File: config.mk
export PLATFORM = sky130hd
export DESIGN_NAME = chs_sequencer
export DESIGN_NICKNAME = d
export VERILOG_FILES = /design/src/verilog/chs_pkg.sv /design/src/verilog/chs_sequencer.sv /design/src/verilog/chs_sync.sv
export SDC_FILE = /design/constraint.sdc
export NUM_CORES = 1
export LEC_CHECK = 0
export BUFFER_PORTS_ARGS = -buffer_cell sky130_fd_sc_hd__buf_2
export CAP_MARGIN = 5
export CORE_AREA = 2 2 55 67
export CTS_CLUSTER_SIZE = 24
export DETAILED_ROUTE_END_ITERATION = 8
export DIE_AREA = 0 0 57 69
export GPL_TIMING_DRIVEN = 0
export SLEW_MARGIN = 20
export SYNTH_ARGS = -nofsm -noshare
export SYNTH_HDL_FRONTEND = slang
export SYNTH_SLANG_ARGS = --single-unit
File: constraint.sdc
create_clock -name i_sys_clk -period 3.3 [get_ports i_sys_clk]
set_clock_uncertainty 0.1 [all_clocks]
set_input_delay 0.33 -clock i_sys_clk [delete_from_list [all_inputs] [get_ports i_sys_clk]]
set_output_delay 0.33 -clock i_sys_clk [all_outputs]
set_load 0.005 [all_outputs]
File: src/verilog/chs_pkg.sv
// package for the charge state sequencer: state enum, output codes, sync depth
// assumes a single 100 MHz sampling clock and an active-high async reset
package chs_pkg;

    typedef enum {
        CHS_TRICKLE,
        CHS_BULK,
        CHS_OVERCHARGE,
        CHS_FLOAT
    } chs_state_t;

    // state code bits {bit1, bit0} per state
    localparam logic [1:0] CHS_CODE_TRICKLE = 2'h0;
    localparam logic [1:0] CHS_CODE_BULK = 2'h1;
    localparam logic [1:0] CHS_CODE_OVERCHARGE = 2'h2;
    localparam logic [1:0] CHS_CODE_FLOAT = 2'h3;

    // reset values of the outputs (trickle state)
    localparam logic [1:0] CHS_RST_CODE = 2'h0;
    localparam logic CHS_RST_FLOAT = 1'h0;

    // synchroniser depth for comparator inputs
    localparam int CHS_SYNC_STAGES = 2;

endpackage

File: src/verilog/chs_sequencer.sv
// four-state charge sequencer: trickle, bulk, overcharge, float
// assumes comparator decisions arrive as asynchronous levels, high = condition true
// Contract
// - in trickle both code bits and the float indicator are 0.
// - in bulk code bit1 and float indicator are 0 and code bit0 is 1.
// - in overcharge code bit0 and float indicator are 0 and code bit1 is 1.
// - in float both code bits and the float indicator are 1.
// - a low battery sense forces the float indicator low.
// - trickle goes to bulk once the battery-low sense drops low (battery above its reference) and lockout is clear.
// - in trickle the voltage amp is high impedance and trickle bias is steered in.
// - in bulk the voltage amp is enabled to command full charge current.
// - bulk goes to overcharge when battery voltage exceeds 95% of target.
// - overcharge goes to float when current tapers below threshold.
// - float returns to bulk when battery voltage drops below 90% of float voltage.
// - the float indicator is high exactly in the float state.
// - a detected low battery places the charger in trickle.
`timescale 1ns/1ps
module chs_sequencer
    import chs_pkg::*;
(
    input wire logic i_sys_clk,
    input wire logic i_rst,
    input wire logic i_uvlo,
    input wire logic i_battery_low_sense,
    input wire logic i_volt_above_95pct,
    input wire logic i_volt_below_90pct,
    input wire logic i_current_taper_sense,
    output logic o_state_code_bit0,
    output logic o_state_code_bit1,
    output logic o_float_indicator,
    output logic o_voltage_error_amp_en,
    output logic o_trickle_bias_en
);

    // ****************************************
    // input synchronisation
    // ****************************************
    logic [3:0] raw_in;
    logic [3:0] syn_in;
    logic lockout_raw;
    logic bat_low;
    logic above_95;
    logic below_90;
    logic taper;

    assign raw_in = {i_current_taper_sense, i_volt_below_90pct, i_volt_above_95pct, i_battery_low_sense};
    assign lockout_raw = i_uvlo;

    chs_sync #(
        .WIDTH(4)
    ) u_sync (
        .i_sys_clk(i_sys_clk),
        .i_rst(i_rst),
        .i_async(raw_in),
        .o_sync(syn_in)
    );

    assign bat_low = syn_in[0];
    assign above_95 = syn_in[1];
    assign below_90 = syn_in[2];
    assign taper = syn_in[3];

    // ****************************************
    // state register
    // ****************************************
    typedef struct packed {
        chs_state_t state;
        logic [1:0] code;
        logic flt;
        logic vea_en;
        logic trk_en;
        logic [1:0] lock;
    } chs_st_t;

    chs_st_t s_q;
    chs_st_t s_d;

    function automatic logic [1:0] chs_code(input chs_state_t st);
        case (st)
            CHS_BULK: chs_code = CHS_CODE_BULK;
            CHS_OVERCHARGE: chs_code = CHS_CODE_OVERCHARGE;
            CHS_FLOAT: chs_code = CHS_CODE_FLOAT;
            default: chs_code = CHS_CODE_TRICKLE;
        endcase
    endfunction

    always_comb begin
        chs_state_t nxt;
        nxt = s_q.state;
        s_d = s_q;
        // lockout two-flop sync
        // resets to asserted so the comparator sync has flushed before any arc is taken
        s_d.lock = {s_q.lock[0], lockout_raw};
        case (s_q.state)
            CHS_TRICKLE: begin
                if (!bat_low) begin
                    nxt = CHS_BULK;
                end
            end
            CHS_BULK: begin
                if (above_95) begin
                    nxt = CHS_OVERCHARGE;
                end
            end
            CHS_OVERCHARGE: begin
                if (taper) begin
                    nxt = CHS_FLOAT;
                end
            end
            CHS_FLOAT: begin
                if (below_90) begin
                    nxt = CHS_BULK;
                end
            end
            default: nxt = CHS_TRICKLE;
        endcase
        // low battery wins; lockout holds trickle
        if (bat_low || s_q.lock[1]) begin
            nxt = CHS_TRICKLE;
        end
        s_d.state = nxt;
        s_d.code = chs_code(nxt);
        s_d.flt = (nxt == CHS_FLOAT);
        s_d.vea_en = (nxt != CHS_TRICKLE);
        s_d.trk_en = (nxt == CHS_TRICKLE);
    end

    always_ff @(posedge i_sys_clk or posedge i_rst) begin
        if (i_rst) begin
            s_q.state <= CHS_TRICKLE;
            s_q.code <= CHS_RST_CODE;
            s_q.flt <= CHS_RST_FLOAT;
            s_q.vea_en <= 1'h0;
            s_q.trk_en <= 1'h1;
            s_q.lock <= 2'h3;
        end else begin
            s_q <= s_d;
        end
    end

    assign o_state_code_bit0 = s_q.code[0];
    assign o_state_code_bit1 = s_q.code[1];
    assign o_float_indicator = s_q.flt;
    assign o_voltage_error_amp_en = s_q.vea_en;
    assign o_trickle_bias_en = s_q.trk_en;
endmodule

File: src/verilog/chs_sync.sv
// two-flop level synchroniser, one per input bit
// assumes inputs are asynchronous comparator levels
`timescale 1ns/1ps
module chs_sync
    import chs_pkg::*;
#(
    parameter int WIDTH = 4
) (
    input wire logic i_sys_clk,
    input wire logic i_rst,
    input wire logic [WIDTH-1:0] i_async,
    output logic [WIDTH-1:0] o_sync
);

    typedef struct packed {
        logic [WIDTH-1:0] meta;
        logic [WIDTH-1:0] sync;
    } chs_sync_st_t;

    chs_sync_st_t s_q;
    chs_sync_st_t s_d;

    // first stage feeds only the second stage
    always_comb begin
        s_d = s_q;
        s_d.meta = i_async;
        s_d.sync = s_q.meta;
    end

    always_ff @(posedge i_sys_clk or posedge i_rst) begin
        if (i_rst) begin
            s_q <= '0;
        end else begin
            s_q <= s_d;
        end
    end

    assign o_sync = s_q.sync;

endmodule
## Word-level counts from Yosys, hierarchy flattened

Cells that the tools add are included.

| storage, ports and cells | value |
|---|---|
| word-level logic and storage cells | 26 |
| bits of input ports | 7 |
| output and inout bits | 5 |
| bits in registers | 47 |

| operators by class | value |
|---|---|
| muxes and demuxes | 7 |
| reductions and logical operators | 4 |
| eq/ne operators | 7 |

Operators with widths:

| operator | number |
|---|---|
| two-way mux 32 bit | 5 |
| equality test 32 x 2 -> 1 bit (second input constant) | 4 |
| case mux 32 bit (4 select lines) | 1 |
| equality test 32 x 1 -> 1 bit (second input constant) | 2 |
| zero test 32 bit | 2 |
| equality test 32 x 3 -> 1 bit (second input constant) | 1 |
| nonzero test 32 bit | 1 |
| case mux 2 bit (3 select lines) | 1 |
| logical OR 1 bit | 1 |

## Depth between registers and ports, before layout

Gate-level depths: netlist of the first run.

| depth | value |
|---|---|
| depth after elaboration | 5 |
| mapped depth | 3 |
| mapped depth without buffers | 3 |

## Hierarchy

Synthesis of the first run repeated with hierarchy kept, for this count alone.

| second synthesis, totals | value |
|---|---|
| cell total of the unflattened synthesis | 73 |
| area, all modules | 1406.3 µm² |

Modules (own cells, without submodules):

| module | cells each | seq. area each (µm²) | times used | area an instance (µm²) |
|---|---|---|---|---|
| chs_sequencer | 64 | 979.7 | 1 | 1202.4 |
| chs_sync | 9 | 200.2 | 1 | 203.9 |

## Worst setup path after synthesis of the first run

No wires, ideal clock.

| timing | value |
|---|---|
| path type | reg2reg |
| start point | reg s_q[30] in the netlist's numbering |
| end point | reg s_q (netlist bit o_state_code_bit0) |
| cell stages (with the launch flop) | 4 |
| slack | 2.008 ns |
| path buffers | 0 |
| arrival | 1.091 ns |
| clock period less this slack | 1.292 ns |
| data required time | 3.099 ns |
| library setup time | 0.101 ns |
| cell sequence | dfrtp_1 nor4_2 nand4_2 nor4_1 |

RTL lines:

| item | line | source |
|---|---|---|
| start: declaration | chs_sequencer.sv:75 | `chs_st_t s_q;` |

==> impl_metrics.toml, run 1 <==
[logic_synthesis]
synth_cell_type_count = 17
synth_adder_area_share_pct = 0
syn-mean-instance-area_um2 = 19.2
seq_area_frac_synth_pct = 84.1
synth_top_family_by_area = "simple AND/OR/NAND/NOR gates"
synth-simple-area-share_pct = 14.1
muxShareOfSynthArea_pct = 0
synth_area_mm2 = 0.00140
synthXorXnorAreaFrac_pct = 0
synth_compound_area_share_pct = 1.25
ys_ff_latch = 47
ys_warn_count = 0
syn_inst = 73

[floorplanning]
io_pins = 12
fp.dieW_um = 57
std_cell_rows = 23
dieArea_mm2 = 0.00393
die_h_um = 69
core_mm2 = 0.00328
initial_core_util_pct = 42.8

[timing]
rsz0062_at_grt = "no"
setup_viol = 0
fmax_mhz = 700
min_period_ns = 1.43
report.final.slew_viol_count = 0
finalCritPeriodShare_pct = 43.3
finalHoldViolCount = 0
finalSetupTns_ns = 0

[route]
drc = 0
vias = 661
drt-initial-drc-count = 8
viasPerCell = 4.13
wl_per_cell_um = 9.26
drt_wl_total_um = 1480
dr.pass1.iters = 2
postRouteAntennaNets = 0

[clock_tree]
cts_tree = "built"
cts_max_level = 2
numCtsBuffers = 5
cts_root_buffer = "clkbuf_8"
postCtsResizedCells = 0
cts_setup_buffers = 0
clock_latency_ns = 0.29
clock_path_buffers = 2
clock_sinks = 47
clk_pin_slew_ns = 0.08
ctsHoldBuffers = 1

[setup_path]
crit_type = "reg -> reg"
path_max_fanout = 7
critPathRequiredTime_ns = 3.40
worst_setup_path_end_kind = "flip-flop"
ff2ff_setup_slack_ns = 1.87
arrival_ns = 1.53
start_kind = "flip-flop"

[placement]
placed_cell_area_mm2 = 0.00163
hpwl_um = 1060
place.gp.congestion = 0.703
port_buffers = 11

[global_route]
grt_pass1_wl_um = 2800
grt_max_degree = 36
overflow = 0
antenna_found_initial = 0
first_global_vias = 684
grt.total_usage_pct = 9.67

[finish]
stdcell_area_mm2 = 0.00176
finalNetCount = 129
final_cell_mix = "dfrtp_1 (44), conb_1 (30), buf_2 (11), nor4_2 (7), clkbuf_8 (5)"
fillers = 294
insertedDiodeCount = 0
area_growth_pct = 25.4
layout_commonest_cell = "dfrtp_1"
utilization_pct = 53.6
drive_above_1_share_pct = 27.6

[status]
status = "complete, no violations"

[pwr]
vdd_drop_max_v = 0.000312
power.total_mw = 1.05
p_leak_nw = 0.825
power_density_mw_per_mm2 = 598

[flow_run]
maxCapViolCount = 0

[hold_path]
min_path_type = "in -> reg"
==> metrics by stage <==
step / std cells / worst slack [ns] / hold slack (ns)
2_1_floorplan: 102 / 1.76 / 0.231
3_3_place_gp: 150 / 1.32 / 0.236
3_5_place_dp: 151 / 1.87 / 0.192
4_1_cts: 160 / 1.86 / 0.0232
5_1_grt: 160 / 1.73 / 0.0150
6_report: 160 / 1.87 / 0.0325
==> final cells by class <==
class                      instances  area, µm²  area share, %
clock buffer                       5       68.8           3.91
clock inverter                     3       47.5           2.70
inverter                           1       3.75          0.213
multi-input combinational         54        328           18.6
sequential                        47       1180           67.1
tap                               37       46.3           2.63
timing repair buffer              13       85.1           4.84
==> flip-flops by register name, indices dropped and copies added, names as in the netlist <==
| signal | count |
|---|---|
| s_q | 33 |
| o_state_code_bit1 | 1 |
| o_voltage_error_amp_en | 1 |
| u_sync.o_sync | 4 |
| o_state_code_bit0 | 1 |
| u_sync.s_d | 4 |
| s_d | 1 |
| o_trickle_bias_en | 1 |
| o_float_indicator | 1 |
==> power breakdown <==
group | switching [mW] | total [mW] | internal (mW) | leakage, nW
Clock | 0.184 | 0.413 | 0.229 | 0.0587
Combinational | 0.0168 | 0.0256 | 0.00881 | 0.208
Sequential | 0.0110 | 0.612 | 0.601 | 0.558
Total | 0.212 | 1.05 | 0.839 | 0.825
==> synth_stat cells <==
cell	instances	area, µm²
nor4_2	7	87.6
dfrtp_1	44	1100
nand2b_1	1	6.26
dfstp_2	3	78.8
nor3_1	3	15.0
or2_1	1	6.26
a21oi_1	1	5.00
conb_1	1	3.75
or2b_1	1	7.51
inv_1	1	3.75
nand4_2	2	25.0
and3b_1	1	8.76
nor4_1	2	12.5
o21ai_0	1	5.00
nor2_1	2	7.51
nor4_4	1	21.3
a21boi_0	1	7.51
==> cell families after synthesis <==
kind of cell / after synthesis
simple gates: 21
other cells: 1
flops: 47
compound gates: 3
buf+inv: 1
==> per-layer routing <==
metal	share of wire [%]	GRT usage, %	vias up
met5	0	0	-
met4	3.0	6.98	0
met3	6.0	3.94	5
met2	49	14.4	16
met1	41	11.0	322
li1	-	-	318
==> worst paths after layout <==
path	start	endpoint	depth (start not counted)
worst max-delay path	s_q[20]	o_state_code_bit0	3
worst min-delay path	i_uvlo	s_d[1]	1
worst max register to register	s_q[20]	o_state_code_bit0	3
worst min register to register	u_sync.s_d[0]	u_sync.o_sync[0]	0
max in group asynchronous	i_rst	s_d[1]	4
min in group asynchronous	i_rst	s_q[29]	3
==> worst max-delay path, stage by stage, from the launching register on <==
cell     delay, ns
dfrtp_1       0.38
nor4_2        0.33
nand4_2       0.21
nor4_1        0.30
Note: power is estimated with default switching activity, not from simulation.
==> run 2: changes to the inputs <==
Clock period 3.3 ns to 1.4 ns, I/O delays scaled along.
==> impl_metrics.toml, run 2 (synthesized netlist as in run 1, its figures left out) <==
[status]
status = "complete, no violations"

[finish]
finalNetCount = 136
drive_above_1_share_pct = 29.2
final_cell_mix = "dfrtp_1 (44), conb_1 (30), buf_2 (11), nor4_4 (6), dlygate4sd3_1 (6)"
area_growth_pct = 34.7
regMostFlops = "s_q"
largest_register_ffs = 33
instances_no_fill = 167
insertedDiodeCount = 0
utilization_pct = 57.6
layout_commonest_cell = "dfrtp_1"

[pwr]
pwr-share-comb_pct = 3.0
seq_power_share_pct = 58.0
swShare_pct = 20.6
p_leak_nw = 0.867
power_density_mw_per_mm2 = 1330
power.total_mw = 2.51
intPower_mw = 1.99
vdd_drop_max_v = 0.000734
p_switching_uw = 515
power_frac_clock_pct = 38.9

[floorplanning]
die_h_um = 69
fp.dieW_um = 57
dieArea_mm2 = 0.00393
core_mm2 = 0.00328
io_pins = 12
std_cell_rows = 23
initial_core_util_pct = 42.8

[setup_path]
path_max_fanout = 7
worstReg2RegEnd = "o_voltage_error_amp_en"
crit_type = "reg -> reg"
worst_setup_path_end_kind = "flip-flop"
ff2ff_setup_slack_ns = 0.006
worstReg2RegStart = "s_q[20]"
critPathRequiredTime_ns = 1.53
start_kind = "flip-flop"
arrival_ns = 1.52
rr_worst_depth = 4

[route]
viasPerCell = 4.09
vias = 683
wl_per_cell_um = 9.57
drt-initial-drc-count = 10
drc = 0
postRouteAntennaNets = 0
drt_wl_total_um = 1600
dr.pass1.iters = 4

[hold_path]
min_path_type = "in -> async"

[flow_run]
maxCapViolCount = 0

[clock_tree]
clock_latency_ns = 0.29
clock_path_buffers = 2
cts_root_buffer = "clkbuf_8"
numCtsBuffers = 5
clock_sinks = 47
cts_tree = "built"
clk_pin_slew_ns = 0.08
cts_max_level = 2

[timing]
finalHoldViolCount = 0
min_period_ns = 1.39
finalCritPeriodShare_pct = 99.6
report.final.slew_viol_count = 0
finalSetupTns_ns = 0
whs_ns = 0.229
fmax_mhz = 717
rsz0062_at_grt = "yes"
setup_viol = 0

[global_route]
antenna_found_initial = 0
grt_max_degree = 36
first_global_vias = 690
grt_pass1_wl_um = 2830
grt.total_usage_pct = 9.79
overflow = 0

[placement]
hpwl_um = 1060
dp_cells = 151
place.gp.congestion = 0.703
port_buffers = 11
[run 2: cell count changes in the layout (fill, tap and decap cells not counted)]
cell / change
dlygate4sd3_1: +5
nor4_4: +5
nor4_2: -3
buf_4: +2
nor4_1: -2
nand4_2: -1
nand4_4: +1
[run 2: timing repair]
action                     in CTS  in global routing
hold buffers                    6                  0
buffers inserted                2                  0
pin swaps                       3                  7
resized for setup               0                  8
hold endpoints to repair       49                  0
setup endpoints to repair       2                  7
[run 2: per-stage QoR]
stage / area [µm²] / setup WS, ns
CTS: 1820 / -0.0323
detailed placement: 1630 / -0.0347
global placement: 1610 / -0.385
finish: 1890 / 0.00558
floorplan: 1510 / 0.0489
global route: 1890 / -0.0666
[run 2: routing by layer]
metal  up-vias  routed length [µm]  GRT usage [%]
met5         -                   0              0
met4         0                  45           6.98
met3         5                  86           3.94
met2        15                 781           14.6
met1       333                 686           11.3
li1        330                   -              -
[run 2: final cells by class]
| class | instances | area, µm² |
|---|---|---|
| clock buffer | 5 | 68.8 |
| multi-input combinational | 54 | 393 |
| clock inverter | 3 | 47.5 |
| fill | 279 | 1390 |
| tap | 37 | 46.3 |
| sequential | 47 | 1180 |
| inverter | 1 | 3.75 |
| timing repair buffer | 20 | 150 |
[run 2: worst max path at each step]
| stage | to | depth (start not counted) | startpoint |
|---|---|---|---|
| 6_report | o_voltage_error_amp_en | 4 | s_q[20] |
| 4_1_cts | o_state_code_bit0 | 3 | s_q[20] |
| 3_3_place_gp | s_q[26] | 2 | i_rst |
| 5_1_grt | o_voltage_error_amp_en | 4 | s_q[18] |
| 2_1_floorplan | o_float_indicator | 1 | i_rst |
| 3_5_place_dp | o_state_code_bit0 | 3 | s_q[30] |
[run 2: power by group through the flow]
| stage | sequential, mW | combinational [mW] | clock [mW] |
|---|---|---|---|
| 6_report | 1.46 | 0.0764 | 0.976 |
| 5_1_grt | 1.46 | 0.0907 | 1.07 |
| 4_1_cts | 1.44 | 0.0727 | 1.01 |
| 3_5_place_dp | 1.47 | 0.0599 | 0 |
| 3_3_place_gp | 1.47 | 0.0505 | 0 |
| 2_1_floorplan | 1.47 | 0.0370 | 0 |
[run 2: worst max-delay path, cell delays in order, from the launching register on]
cell and delay (ns):
dfrtp_1 0.40, nor4_4 0.31, nand4_2 0.24, buf_4 0.20, nor2_1 0.08
